==> src/hdl/sdiio_regs.svh <==
`ifndef SDIIO_REGS_SVH
`define SDIIO_REGS_SVH
`define SDIIO_LVL_L       2'h0
`define SDIIO_LVL_R       2'h1
`define SDIIO_LVL_F       2'h2
`define SDIIO_LVL_H       2'h3
`define SDIIO_TH_LR       8'h33
`define SDIIO_TH_RF       8'h80
`define SDIIO_TH_FH       8'hcc
`define SDIIO_BOOST_H     8'h00
`define SDIIO_BOOST_F     8'h00
`define SDIIO_BOOST_R     8'h80
`define SDIIO_BOOST_L     8'h90
`define SDIIO_ADAPT_N     16
`define SDIIO_RST_NS      100
`define SDIIO_RST_CYC     ((`SDIIO_RST_NS + 9) / 10)
`endif

==> src/hdl/sdiio_pkg.sv <==
package sdiio_pkg;
	typedef enum logic [1:0] {
		SDIIO_OFF  = 2'b00,
		SDIIO_SAVE = 2'b01,
		SDIIO_RUN  = 2'b11
	} sdiio_pwr_t;
	typedef enum logic [2:0] {
		SDIIO_R3G   = 3'h0,
		SDIIO_R3GM  = 3'h1,
		SDIIO_RHD   = 3'h2,
		SDIIO_RHDM  = 3'h3,
		SDIIO_RSD   = 3'h4,
		SDIIO_R125  = 3'h5,
		SDIIO_RNONE = 3'h6
	} sdiio_rate_t;
	typedef struct packed {
		logic       adaptive;
		logic [7:0] boost;
		logic [1:0] out_level;
	} sdiio_heq_t;
endpackage

==> src/hdl/sdiio_cfg_if.sv <==
`timescale 1ns/1ps
interface sdiio_cfg_if;
	import sdiio_pkg::*;
	logic [1:0] level;
	sdiio_heq_t heq;
	logic       scan_go;
	logic [3:0] scan_idx;
	logic       scan_done;
	modport dec (input level, output heq);
	modport top (output level, input heq, output scan_go,
		input scan_idx, input scan_done);
	modport scan (input scan_go, output scan_idx, output scan_done);
endinterface

==> src/hdl/sdiio_heq_dec.sv <==
`timescale 1ns/1ps
`include "sdiio_regs.svh"
module sdiio_heq_dec (
	sdiio_cfg_if.dec                 cfg,
	input  wire logic                i_rate3g
);
	import sdiio_pkg::*;
	// ******************************
	// Host eq strap decode
	// ******************************
	always_comb begin
		cfg.heq.out_level = cfg.level;
		cfg.heq.adaptive  = 1'b0;
		case (cfg.level)
			`SDIIO_LVL_H: cfg.heq.boost = `SDIIO_BOOST_H;
			`SDIIO_LVL_F: begin
				cfg.heq.boost    = `SDIIO_BOOST_F;
				cfg.heq.adaptive = i_rate3g;
			end
			`SDIIO_LVL_R: cfg.heq.boost = `SDIIO_BOOST_R;
			default:      cfg.heq.boost = `SDIIO_BOOST_L;
		endcase
	end
endmodule

==> src/hdl/sdiio_top.sv <==
`timescale 1ns/1ps
`include "sdiio_regs.svh"
module sdiio_top #(
	parameter int N_SET = `SDIIO_ADAPT_N
) (
	input  wire logic                 i_clk_sys,
	input  wire logic                 i_rstn,
	input  wire logic                 i_enable,
	input  wire logic                 i_direction_select,
	input  wire logic                 i_host_loopback_select,
	input  wire logic                 i_loopthru_select,
	input  wire logic [7:0]           i_host_eq_strap_v,
	input  wire logic                 i_line_sig,
	input  wire logic                 i_host_sig,
	input  wire logic [2:0]           i_rate,
	input  wire logic                 i_lock_pin_cd,
	input  wire logic                 i_splitter_mode,
	input  wire logic                 i_heq_ovr,
	input  wire logic                 i_heq_ovr_adapt,
	input  wire logic [7:0]           i_heq_ovr_boost,
	input  wire logic [7:0]           i_adapt_score,
	output logic                      o_line_eq_en,
	output logic                      o_line_drv_en,
	output logic                      o_host_eq_en,
	output logic                      o_host_out_en,
	output logic                      o_line_aux_output_en,
	output logic                      o_cdr_reset,
	output logic                      o_reclock_en,
	output logic                      o_half_amp,
	output logic                      o_line_adapt_run,
	output logic                      o_detect_en,
	output logic                      o_signal_status,
	output logic                      o_lock_n,
	output sdiio_pkg::sdiio_pwr_t     o_power,
	output logic                      o_heq_adaptive,
	output logic [7:0]                o_heq_boost,
	output logic [1:0]                o_host_out_level,
	output logic [3:0]                o_adapt_pick
);
	import sdiio_pkg::*;

	// ******************************
	// Reset release and pin sync
	// ******************************
	logic       rst_a;
	logic       rstn;
	logic [6:0] s1;
	logic [6:0] s2;
	logic [7:0] lv1;
	logic [7:0] lv2;
	logic [7:0] lv3;
	logic [7:0] lvs;
	logic [7:0] next_lvs;
	// A strap word is taken only once two samples agree, so bits caught
	// mid-change cannot select a wrong level
	assign next_lvs = (lv2 == lv3) ? lv2 : lvs;
	always_ff @(posedge i_clk_sys or negedge i_rstn) begin
		if (!i_rstn) begin
			rst_a <= 1'b0;
			rstn  <= 1'b0;
		end else begin
			rst_a <= 1'b1;
			rstn  <= rst_a;
		end
	end
	always_ff @(posedge i_clk_sys or negedge rstn) begin
		if (!rstn) begin
			s1  <= 7'h00;
			s2  <= 7'h00;
			lv1 <= 8'h00;
			lv2 <= 8'h00;
			lv3 <= 8'h00;
			lvs <= 8'h00;
		end else begin
			s1  <= {i_enable, i_direction_select, i_host_loopback_select,
				i_loopthru_select, i_line_sig, i_host_sig, i_lock_pin_cd};
			s2  <= s1;
			lv1 <= i_host_eq_strap_v;
			lv2 <= lv1;
			lv3 <= lv2;
			lvs <= next_lvs;
		end
	end
	logic en_s;
	logic dir_s;
	logic hlb_s;
	logic lt_s;
	logic line_s;
	logic host_s;
	logic lockcd_s;
	assign {en_s, dir_s, hlb_s, lt_s, line_s, host_s, lockcd_s} = s2;

	// ******************************
	// Four-level strap slicer
	// ******************************
	logic [1:0] level;
	always_comb begin
		if (lvs >= `SDIIO_TH_FH)
			level = `SDIIO_LVL_H;
		else if (lvs >= `SDIIO_TH_RF)
			level = `SDIIO_LVL_F;
		else if (lvs >= `SDIIO_TH_LR)
			level = `SDIIO_LVL_R;
		else
			level = `SDIIO_LVL_L;
	end

	sdiio_cfg_if cfg ();
	assign cfg.level = level;
	logic rate3g;
	assign rate3g = (i_rate == SDIIO_R3G) || (i_rate == SDIIO_R3GM);
	sdiio_heq_dec u_dec (
		.cfg      (cfg),
		.i_rate3g (rate3g)
	);

	// ******************************
	// Direction tracking, power state
	// ******************************
	// Direction is caught after reset release; later edges retrigger CDR.
	// The warm-up waits for the synchroniser to hold a real pin sample,
	// so a strap tied high does not look like a change after reset.
	logic       dir_q;
	logic       dir_valid;
	logic [1:0] warm;
	logic [3:0] rst_cnt;
	logic       next_dir_q;
	logic       next_dir_valid;
	logic [1:0] next_warm;
	logic [3:0] next_rst_cnt;
	sdiio_pwr_t pwr;
	sdiio_pwr_t next_pwr;
	logic       sig;
	assign sig = dir_s ? host_s : line_s;
	always_comb begin
		next_dir_q     = dir_s;
		next_dir_valid = warm[1];
		next_warm      = {warm[0], 1'b1};
		next_rst_cnt   = rst_cnt;
		if (dir_valid && dir_s != dir_q)
			next_rst_cnt = 4'(`SDIIO_RST_CYC);
		else if (rst_cnt != 4'h0)
			next_rst_cnt = rst_cnt - 4'h1;
		if (!en_s)
			next_pwr = SDIIO_OFF;
		else if (sig)
			next_pwr = SDIIO_RUN;
		else
			next_pwr = SDIIO_SAVE;
	end
	always_ff @(posedge i_clk_sys or negedge rstn) begin
		if (!rstn) begin
			dir_q     <= 1'b0;
			dir_valid <= 1'b0;
			warm      <= 2'h0;
			rst_cnt   <= 4'h0;
			pwr       <= SDIIO_OFF;
		end else begin
			dir_q     <= next_dir_q;
			dir_valid <= next_dir_valid;
			warm      <= next_warm;
			rst_cnt   <= next_rst_cnt;
			pwr       <= next_pwr;
		end
	end

	// ******************************
	// Adaptive boost scan
	// ******************************
	// One sweep per run; afterwards the pick rests on the best preset so
	// the equalizer is not disturbed by further trials
	logic       scanning;
	logic [3:0] best;
	logic [7:0] best_sc;
	logic       try_v;
	logic [3:0] next_best;
	logic [7:0] next_best_sc;
	logic       next_try_v;
	logic [3:0] next_pick;
	sdiio_heq_scan #(
		.N_SET (N_SET)
	) u_scan (
		.i_clk_sys (i_clk_sys),
		.i_rstn    (rstn),
		.cfg       (cfg)
	);
	always_comb begin
		next_best    = best;
		next_best_sc = best_sc;
		// The score seen now belongs to the preset applied last cycle
		if (try_v && (o_adapt_pick == 4'h0 || i_adapt_score > best_sc)) begin
			next_best    = o_adapt_pick;
			next_best_sc = i_adapt_score;
		end
		next_try_v = scanning && !cfg.scan_done;
		next_pick  = next_try_v ? cfg.scan_idx : next_best;
	end
	always_ff @(posedge i_clk_sys or negedge rstn) begin
		if (!rstn) begin
			best    <= 4'h0;
			best_sc <= 8'h00;
			try_v   <= 1'b0;
		end else begin
			best    <= next_best;
			best_sc <= next_best_sc;
			try_v   <= next_try_v;
		end
	end

	// ******************************
	// Output steering
	// ******************************
	logic       rx;
	logic       run;
	logic       heq_ad;
	logic [7:0] heq_bst;
	assign rx  = !dir_s;
	assign run = (pwr == SDIIO_RUN);
	always_comb begin
		// Override wins over the strap for as long as it is held
		heq_ad  = i_heq_ovr ? i_heq_ovr_adapt : cfg.heq.adaptive;
		heq_bst = i_heq_ovr ? i_heq_ovr_boost : cfg.heq.boost;
	end
	assign scanning = run && !rx && heq_ad;
	assign cfg.scan_go = scanning;

	logic [22:0] nq;
	logic [22:0] q;
	// Power is staged with the enables so both change on one edge
	sdiio_pwr_t  pwr_q;
	always_comb begin
		nq = 23'h0;
		nq[0]  = run && rx;
		nq[1]  = run && !rx;
		nq[2]  = run && !rx;
		nq[3]  = run && (rx || !hlb_s);
		nq[4]  = run && !lt_s;
		nq[5]  = (rst_cnt != 4'h0);
		nq[6]  = run && (i_rate != SDIIO_R125)
			&& (i_rate != SDIIO_RNONE);
		nq[7]  = rx && i_splitter_mode;
		nq[8]  = run && rx;
		nq[9]  = (pwr != SDIIO_OFF);
		nq[10] = en_s && sig;
		nq[11] = lockcd_s ? !(en_s && sig) : 1'b1;
		nq[12] = !rx && heq_ad;
		nq[20:13] = rx ? 8'h00 : heq_bst;
		nq[22:21] = cfg.heq.out_level;
	end
	always_ff @(posedge i_clk_sys or negedge rstn) begin
		if (!rstn) begin
			q            <= 23'h000800;
			o_adapt_pick <= 4'h0;
			pwr_q        <= SDIIO_OFF;
		end else begin
			q            <= nq;
			o_adapt_pick <= next_pick;
			pwr_q        <= pwr;
		end
	end
	assign o_line_eq_en         = q[0];
	assign o_line_drv_en        = q[1];
	assign o_host_eq_en         = q[2];
	assign o_host_out_en        = q[3];
	assign o_line_aux_output_en = q[4];
	assign o_cdr_reset          = q[5];
	assign o_reclock_en         = q[6];
	assign o_half_amp           = q[7];
	assign o_line_adapt_run     = q[8];
	assign o_detect_en          = q[9];
	assign o_signal_status      = q[10];
	assign o_lock_n             = q[11];
	assign o_heq_adaptive       = q[12];
	assign o_heq_boost          = q[20:13];
	assign o_host_out_level     = q[22:21];
	assign o_power              = pwr_q;
endmodule

// ******************************
// Preset sweep sequencer
// ******************************
module sdiio_heq_scan #(
	parameter int N_SET = `SDIIO_ADAPT_N
) (
	input  wire logic  i_clk_sys,
	input  wire logic  i_rstn,
	sdiio_cfg_if.scan  cfg
);
	import sdiio_pkg::*;
	logic [3:0] idx;
	logic       done;
	logic [3:0] next_idx;
	logic       next_done;
	always_comb begin
		next_idx  = idx;
		next_done = done;
		if (!cfg.scan_go) begin
			next_idx  = 4'h0;
			next_done = 1'b0;
		end else if (!done) begin
			if (idx == 4'(N_SET - 1))
				next_done = 1'b1;
			else
				next_idx = idx + 4'h1;
		end
	end
	always_ff @(posedge i_clk_sys or negedge i_rstn) begin
		if (!i_rstn) begin
			idx  <= 4'h0;
			done <= 1'b0;
		end else begin
			idx  <= next_idx;
			done <= next_done;
		end
	end
	assign cfg.scan_idx  = idx;
	assign cfg.scan_done = done;
endmodule

==> config.mk <==
export PLATFORM = sky130hd
export DESIGN_NAME = sdiio_top
export DESIGN_NICKNAME = d
export VERILOG_FILES = /design/src/hdl/sdiio_pkg.sv /design/src/hdl/sdiio_cfg_if.sv /design/src/hdl/sdiio_heq_dec.sv /design/src/hdl/sdiio_top.sv
export VERILOG_INCLUDE_DIRS = /design/src /design/src/hdl
export SDC_FILE = /design/constraint.sdc
export NUM_CORES = 1
export LEC_CHECK = 0
export BUFFER_PORTS_ARGS = -buffer_cell sky130_fd_sc_hd__buf_2
export CELL_PAD_IN_SITES_DETAIL_PLACEMENT = 2
export CELL_PAD_IN_SITES_GLOBAL_PLACEMENT = 2
export CORE_MARGIN = 2
export CORE_UTILIZATION = 40
export DETAILED_ROUTE_END_ITERATION = 10
export GPL_TIMING_DRIVEN = 0
export PLACE_DENSITY_LB_ADDON = 0.3
export SLEW_MARGIN = 20
export SYNTH_ARGS = -nofsm -noshare
export SYNTH_HDL_FRONTEND = slang
export SYNTH_SLANG_ARGS = --single-unit
==> constraint.sdc <==
create_clock -name i_clk_sys -period 9.1 [get_ports i_clk_sys]
set_input_delay 1.82 -clock i_clk_sys [delete_from_list [all_inputs] [get_ports i_clk_sys]]
set_output_delay 1.82 -clock i_clk_sys [all_outputs]
set_load 0.005 [all_outputs]
### After elaboration in Yosys (flattened, before gate mapping)

Index checks and enable logic that the tools add are counted.
W data, S select, Z words.

| operators by class | value |
|---|---|
| multiplexer cells | 22 |
| reduce and logical (&&, ||, !) cells | 28 |
| add/subtract/negate cells | 2 |
| eq/ne operators | 12 |
| $lt $le $gt $ge | 4 |

Operators by type and width:

| operator | count |
|---|---|
| $mux W4 | 7 |
| $ge A8 B8 Y1 const B | 2 |
| $mux W8 | 2 |
| $pmux W8 S2 | 1 |
| $logic_and A1 B1 Y1 | 13 |
| $eq A8 B8 Y1 | 1 |
| $ge A8 B6 Y1 const B | 1 |
| $gt A8 B8 Y1 | 1 |
| $mux W1 | 8 |
| $mux W2 | 4 |
| $eq A2 B2 Y1 const B | 3 |
| $ne A3 B3 Y1 const B | 2 |
| $logic_not A1 Y1 | 5 |
| $add A4 B1 Y4 const B | 1 |
| $eq A4 B4 Y1 const B | 1 |
| $logic_not A4 Y1 | 1 |
| $ne A2 B2 Y1 const B | 2 |
| $reduce_bool A2 Y1 | 2 |
| $reduce_bool A4 Y1 | 1 |
| $sub A4 B1 Y4 const B | 1 |
| $eq A3 B1 Y1 const B | 1 |
| $logic_not A3 Y1 | 1 |
| $logic_or A1 B1 Y1 | 3 |
| $eq A2 B1 Y1 const B | 1 |
| other kinds (3) | 3 |

| word-level totals | value |
|---|---|
| output and inout port bits | 29 |
| register bits | 105 |
| word-level logic and storage cells | 89 |
| input port bits | 39 |

### Longest topological paths before layout

Gate-level depths: netlist (run 1).

| depth | value |
|---|---|
| depth after elaboration | 10 |
| mapped depth | 9 |

### Hierarchy

A second synthesis (run 1) with hierarchy kept.

| unflattened totals | value |
|---|---|
| cell total of the unflattened synthesis | 265 |
| area, all modules | 3789.9 sq um |

Modules (own cells, without submodules):

| module | cells an instance | instances | sequential area each (sq um) | area each (sq um) |
|---|---|---|---|---|
| sdiio_top | 232 | 1 | 2428.6 | 3462.1 |
| sdiio_heq_scan | 21 | 1 | 125.1 | 247.7 |
| sdiio_heq_dec | 12 | 1 | 0.0 | 80.1 |

### Least setup slack after synthesis (run 1)

OpenSTA, ideal clock, no wires.

| timing path | value |
|---|---|
| path type | input port to flip-flop |
| start point | input i_adapt_score[7] |
| end point | register best_sc[0] |
| arrival time | 3.221 ns |
| required time | 8.975 ns |
| stages on the path | 6 |
| path slack | 5.754 ns |
| library setup time | 0.125 ns |
| cell sequence | ha_1 > a41o_1 > a21oi_2 > a31o_1 > buf_6 > mux2_4 |

| on the way | value |
|---|---|
| longest elaborated chain between the ends | 3 |

Ends and longest elaborated chain:

| element | line | RTL |
|---|---|---|
| start, declared | sdiio_top.sv:21 | `input wire logic [7:0] i_adapt_score,` |
| $gt A8 B8 Y1 | sdiio_top.sv:191 | `if (try_v && (o_adapt_pick == 4'h0 \|\| i_adapt_score > best_sc)) begin` |
| $logic_or A1 B1 Y1 | sdiio_top.sv:191 |  |
| $logic_and A1 B1 Y1 | sdiio_top.sv:191 |  |
| end signal, assigned | sdiio_top.sv:205 | `best_sc <= next_best_sc;` |
| end, declared | sdiio_top.sv:174 | `logic [7:0] best_sc;` |

No other way between the ends.
A chain may end at the register's enable or synchronous reset.

### Worst setup path after layout (run 1)

Same ends and word-level chain as after synthesis.

==> qor.csv, run 1 <==
metric;value;unit
worst-path fanout max;9;
vias after detailed routing;2376;
Initial Utilization;41.1;%
Required @ worst endpoint;9350;ps
maximum vdd drop;101;µV
Worst Hold Class;reg -> async;
worst slack at placement;5380;ps
sequential-to-total area share from yosys stat;67.3;%
Worst-path clk slew;100;ps
slew at the pin closest to its max-slew limit;628;ps
Cell variety after synth;47;
Num CTS Buffers;9;
Hold Buf Count CTS;0;
post-synthesis async set-or-reset flop share;100;%
final setup margin;5750;ps
relative slew slack;57.9;%
number of global-route vias before repair;2744;
number of synthesized flops with an enable pin;0;
dpl hpwl;6.36;mm
CP startpoint kind;input pin;
die height;101;µm
post-CTS setup buffers;0;
status;finished clean;
initial antenna violation count;0;
Final Hold Fails;0;
initial DRC count;40;
GRT overflow;0;
multi-input logic area;1120;µm²
setup TNS;0;ps
Setup crit start;i_adapt_score[7];
clock tree buffer depth;2;
routed wire length;8.53;mm
RSZ-0062 raised after global routing;false;
GPL Wtd Cong;0.750;
count leader, synth;dfrtp_1;
layout net count;403;
first-pass GRT wire length;14.0;mm
Clock Skew;9.59;ps
Seq cells post-synth;102;
Synth Flop Type;dfrtp_1;
Crit Reg-Reg Startpoint;best_sc[7]$_DFFE_PN0P_;
syn_area_per_cell;13.9;µm²
ranking of synthesized cells by area;dfrtp_1 (67%), ha_1 (3.6%), mux2_4 (3.2%), xnor2_1 (3.0%), mux2_2 (2.1%);
clock latency on the worst-skew pair;370;ps
fraction of layout cells with a size suffix above 1;32.4;%
Die ar.;10300;µm²
Worst setup EP type;flop;
IO Port Bufs;67;
leakage power;0.00224;µW
share of the synthesized area in the top cell type;66.6;%
die width;101;µm
Cell Rows;35;
Final min period;3350;ps
Slew Viols, Final;0;
# DRC;0;
# setup viols final;0;
filler cell count;919;
WL/cell;17.5;µm
CTS sink cnt;102;
Pre-antenna DRT Iters;3;
Syn Std Cell Area;3790;µm²
H-tree levels;3;
largest net degree at the start of global routing;44;
yosys synthesis warning count;0;
Crit Path Category;in -> reg;
core box area;9240;µm²
register area;2560;µm²
CTS tree;yes;
Max Cap Viol;0;
drt via density;4.88;
synthesized instance count;272;
Commonest cells post-synth;dfrtp_1 (101), inv_1 (17), nor2_1 (13), xnor2_1 (13), nand2_1 (12);
Tot GR Track Use;18.3;%
CTS root buffer;clkbuf_8;
post-synth top area cell;dfrtp_1;
synthesis-to-layout area growth;19.7;%
Power Density;208;nW/µm²
upper clock frequency limit;299;MHz
CTS resizes;0;
CP arrival;3600;ps
final worst-path cycle share;36.8;%
antenna cells;0;
I/O Pins;68;
DRT antenna net count;0;
logic make-up (layout without fill, tap and decap cells):
group                    count (synthesis)  count (layout)  share of synthesized area (%)
AO/OA/AOI/OAI                           36              36                           7.49
XOR/XNOR                                15              15                           3.46
adder cells (fa/ha/maj)                 11              11                           3.63
buffers and inverters                   27             112                           3.26
flip-flops                             102             102                           67.3
multiplexers                            16              16                           5.51
other                                    1               2                         0.0988
AND/OR/NAND/NOR                         64              64                           9.24
per-stage QoR:
| stage | util, % | hold WS [ps] | instances | power (µW) | instance area (µm²) |
|---|---|---|---|---|---|
| floorplan | - | 331 | 273 | 607 | 3800 |
| global placement | 46.5 | 332 | 469 | 644 | 4290 |
| detailed placement | 46.9 | 209 | 471 | 662 | 4340 |
| CTS | 49.1 | 214 | 487 | 960 | 4540 |
| global route | 49.1 | 231 | 487 | 996 | 4540 |
| finish | 49.1 | 204 | 487 | 944 | 4540 |
report_power, final:
part           total [µW]  leakage [µW]  internal, µW  switching [µW]
Clock                 294      0.000105           131             163
Sequential            518       0.00127           492            25.9
Combinational         131      0.000864          64.3            67.2
state kept, by name, indices dropped and copies added (netlist names), 4 cells and up:
signal               cells
best                     4
best_sc                  8
lv1                      8
lv2                      8
lv3                      8
lvs                      8
o_adapt_pick             4
q                       20
rst_cnt                  4
s1                       7
s2                       7
u_scan.cfg.scan_idx      4
critical path, cell delays in order:
cell and delay [ps]:
buf_2 110, ha_1 340, a41o_1 250, a21oi_2 360
a31o_1 240, buf_6 170, mux2_4 310
worst paths after layout:
path / endpoint / slack [ps] / depth (start not counted)
max: best_sc[0]$_DFFE_PN0P_ / 5750 / 7
min: s2[1]$_DFF_PN0_ / 200 / 0
max reg2reg: best_sc[0]$_DFFE_PN0P_ / 6920 / 7
min reg2reg: s2[1]$_DFF_PN0_ / 200 / 0
max in group asynchronous: rstn$_DFF_PN0_ / 7780 / 1
min in group i_clk_sys: dir_valid$_DFF_PN0_ / 360 / 0
layout by cell type, fill, tap and decap left out, types with 3 or more instances in the layout:
cell	synthesis	routed
a211oi_1	5	5
a21oi_1	6	6
a22o_2	3	3
and3_1	11	11
buf_2	0	67
clkbuf_1	4	4
clkbuf_8	0	9
dfrtp_1	101	100
ha_1	11	11
inv_1	17	17
inv_6	0	4
mux2_2	7	7
mux2_4	8	8
nand2_1	12	12
nand2b_1	3	3
nand4_1	5	5
nor2_1	13	13
nor2b_1	4	4
nor3_1	3	3
o21ai_0	4	4
o31a_1	4	4
or2_1	4	4
xnor2_1	13	13
routing by layer:
layer | part of all wire (%) | track usage (%) | up-vias
li1 | - | - | 1078
met1 | 40 | 21.4 | 1242
met2 | 54 | 33.3 | 47
met3 | 4.0 | 4.42 | 9
met4 | 1.2 | 5.61 | 0
met5 | 0 | 0 | -
cell type report:
type | instances | area share (%)
plain buffers | 8 | 1.16
clock buffers | 9 | 2.73
clock inverters | 7 | 1.74
inverters | 19 | 1.57
multi-input cells | 144 | 24.7
flip-flops and latches | 102 | 56.3
well taps | 129 | 3.55
repair buffers | 69 | 8.27
Power figures use the tool's default switching activity.
==> run 2, diff against run 1 <==
--- a/config.mk
+++ b/config.mk
@@ -10,7 +10,7 @@
 export CELL_PAD_IN_SITES_DETAIL_PLACEMENT = 2
 export CELL_PAD_IN_SITES_GLOBAL_PLACEMENT = 2
 export CORE_MARGIN = 2
-export CORE_UTILIZATION = 40
+export CORE_UTILIZATION = 34
 export DETAILED_ROUTE_END_ITERATION = 10
 export GPL_TIMING_DRIVEN = 0
 export PLACE_DENSITY_LB_ADDON = 0.3
==> constraint.sdc (replaced) <==
create_clock -name i_clk_sys -period 2.8 [get_ports i_clk_sys]
set_input_delay 0.56 -clock i_clk_sys [delete_from_list [all_inputs] [get_ports i_clk_sys]]
set_output_delay 0.56 -clock i_clk_sys [all_outputs]
set_load 0.005 [all_outputs]
==> run 2 against run 1 <==
Against the previous run:
- via count is 1.7% lower
- highest routed layer unchanged
- global-route usage fell by 2.8 points
- register-to-register slack worse by 6300 ps
- clock skew is 1.8 ps lower
- largest cell class unchanged
- wire length fell by 2.5%
- die area increased by 17%
- largest power group unchanged
- count of clock-buffer cells in the layout is the same
- total power grew to 3.3 times the previous value
- first-iteration DRC count up 30%
==> qor.csv, run 2 (synthesis results as in run 1) <==
metric;value;unit
DRT antenna net count;0;
status;finished clean;
largest net degree at the start of global routing;55;
filler cell count;1121;
GPL Wtd Cong;0.730;
Final min period;2130;ps
IO Port Bufs;67;
Crit Path Category;reg -> reg;
Reg with most FFs;q;
Max Cap Viol;0;
WL met2;4.31;mm
die width;110;µm
die height;110;µm
# setup viols final;0;
final worst-path cycle share;76.2;%
combinational power share;13.1;%
Worst Hold Class;in -> reg;
share of power burned in registers;54.3;%
Die ar.;12000;µm²
max reg flops;20;
CTS tree;yes;
Worst-path clk slew;110;ps
initial antenna violation count;0;
Sw Ratio;27.8;%
Num CTS Buffers;9;
clock tree buffer depth;2;
Worst setup EP type;flop;
Pre-antenna DRT Iters;3;
sw power;865;µW
Slew Viols, Final;0;
Power Density;682;nW/µm²
relative slew slack;58.1;%
number of global-route vias before repair;2674;
CTS root buffer;clkbuf_8;
Required @ worst endpoint;3060;ps
Int Pwr;2250;µW
Max Used Layer;met4;
upper clock frequency limit;468;MHz
core box area;10800;µm²
antenna cells;0;
Clock Skew;7.80;ps
number of instances in the placed design;481;
Final Hold Fails;0;
post-CTS setup buffers;0;
clock latency on the worst-skew pair;370;ps
hold depth;1;
routed wire length;8.31;mm
leakage power;0.00225;µW
WL/cell;16.7;µm
commonest non-fill, non-tap cells in the layout;dfrtp_1 (100), buf_2 (67), inv_1 (17);
setup TNS;0;ps
vias after detailed routing;2336;
slew at the pin closest to its max-slew limit;628;ps
fraction of layout cells with a size suffix above 1;32.1;%
Cell Count, Final, Fillers Out;498;
R2R depth;7;
first-pass GRT wire length;13.6;mm
CTS sink cnt;102;
CP arrival;2400;ps
Cell Rows;38;
clock network fraction of total power;32.6;%
I/O Pins;68;
dpl hpwl;6.12;mm
drt via density;4.69;
Post-Route Utilization;42.2;%
most common cell after layout, fill and taps aside;dfrtp_1;
Initial Utilization;35.0;%
M1 wire length;3.50;mm
wire length on met3;368;µm
worst-path fanout max;9;
CP startpoint kind;flop;
# DRC;0;
maximum vdd drop;226;µV
GRT overflow;0;
RSZ-0062 raised after global routing;false;
register area;2560;µm²
Tot GR Track Use;15.5;%
multi-input logic area;1120;µm²
hold slack;279;ps
synthesis-to-layout area growth;20.5;%
layout net count;403;
H-tree levels;3;
initial DRC count;52;
## run 2: changes by cell type in the layout (fill, tap and decap cells not counted)
cell           previous run  this run
buf_16                    0         1
dlygate4sd3_1             0         1
clkinv_2                  1         0
clkinv_8                  0         1
inv_6                     4         1
inv_8                     0         3
buf_12                    2         0
## run 2: critical path: stages (launching register included)
cell	delay, ps
dfrtp_1	360
inv_1	40
ha_1	310
a41o_1	250
a21oi_2	340
a31o_1	230
buf_6	170
mux2_4	310
## run 2: area by class of cell
cell class / count / share of cell area [%]
buffer: 8 / 1.15
clock inverter: 7 / 2.14
sequential: 102 / 56.0
multi-input combinational: 144 / 24.5
timing repair buffer: 69 / 8.16
tap: 140 / 3.83
inverter: 19 / 1.56
clock buffer: 9 / 2.71
## run 2: through the flow
stage / total power, µW / instance area [µm²] / setup WS, ps
after floorplan: 1970 / 3800 / 714
after detailed placement: 2140 / 4340 / 377
final: 3120 / 4570 / 665
after global placement: 2100 / 4310 / 417
after global routing: 3310 / 4570 / 539
after CTS: 3180 / 4570 / 656
## run 2: layer usage
metal  global-route usage (%)  up-vias
met3                     4.86       11
met4                     5.97        0
met1                     18.5     1200
met2                     26.1       46
met5                        0        -
li1                         -     1079
## run 2: power by group through the flow
stage	Clock (µW)	Combinational (µW)	Sequential, µW
6_report	1020	408	1690
5_1_grt	1130	469	1710
4_1_cts	1070	419	1700
3_5_place_dp	0	411	1720
3_3_place_gp	0	371	1730
2_1_floorplan	0	265	1710
## run 2: worst paths after layout
kind,startpoint,end,slack (ps)
min in group asynchronous,rstn$_DFF_PN0_,o_power[0]$_DFF_PN0_,360
max in group asynchronous,rstn$_DFF_PN0_,q[11]$_DFF_PN1_,1730
worst max-delay path,best_sc[7]$_DFFE_PN0P_,best_sc[7]$_DFFE_PN0P_,670
worst min-delay path,i_host_sig,s1[1]$_DFF_PN0_,280
worst min register to register,s1[0]$_DFF_PN0_,s2[0]$_DFF_PN0_,350
worst max register to register,best_sc[7]$_DFFE_PN0P_,best_sc[7]$_DFFE_PN0P_,670
## run 2: timing repair
item | CTS | global route
endpoints found under the hold margin | 2 | 0
endpoints found under the setup margin | 0 | 0
resized for setup | 0 | 0
hold buffers | 1 | 0
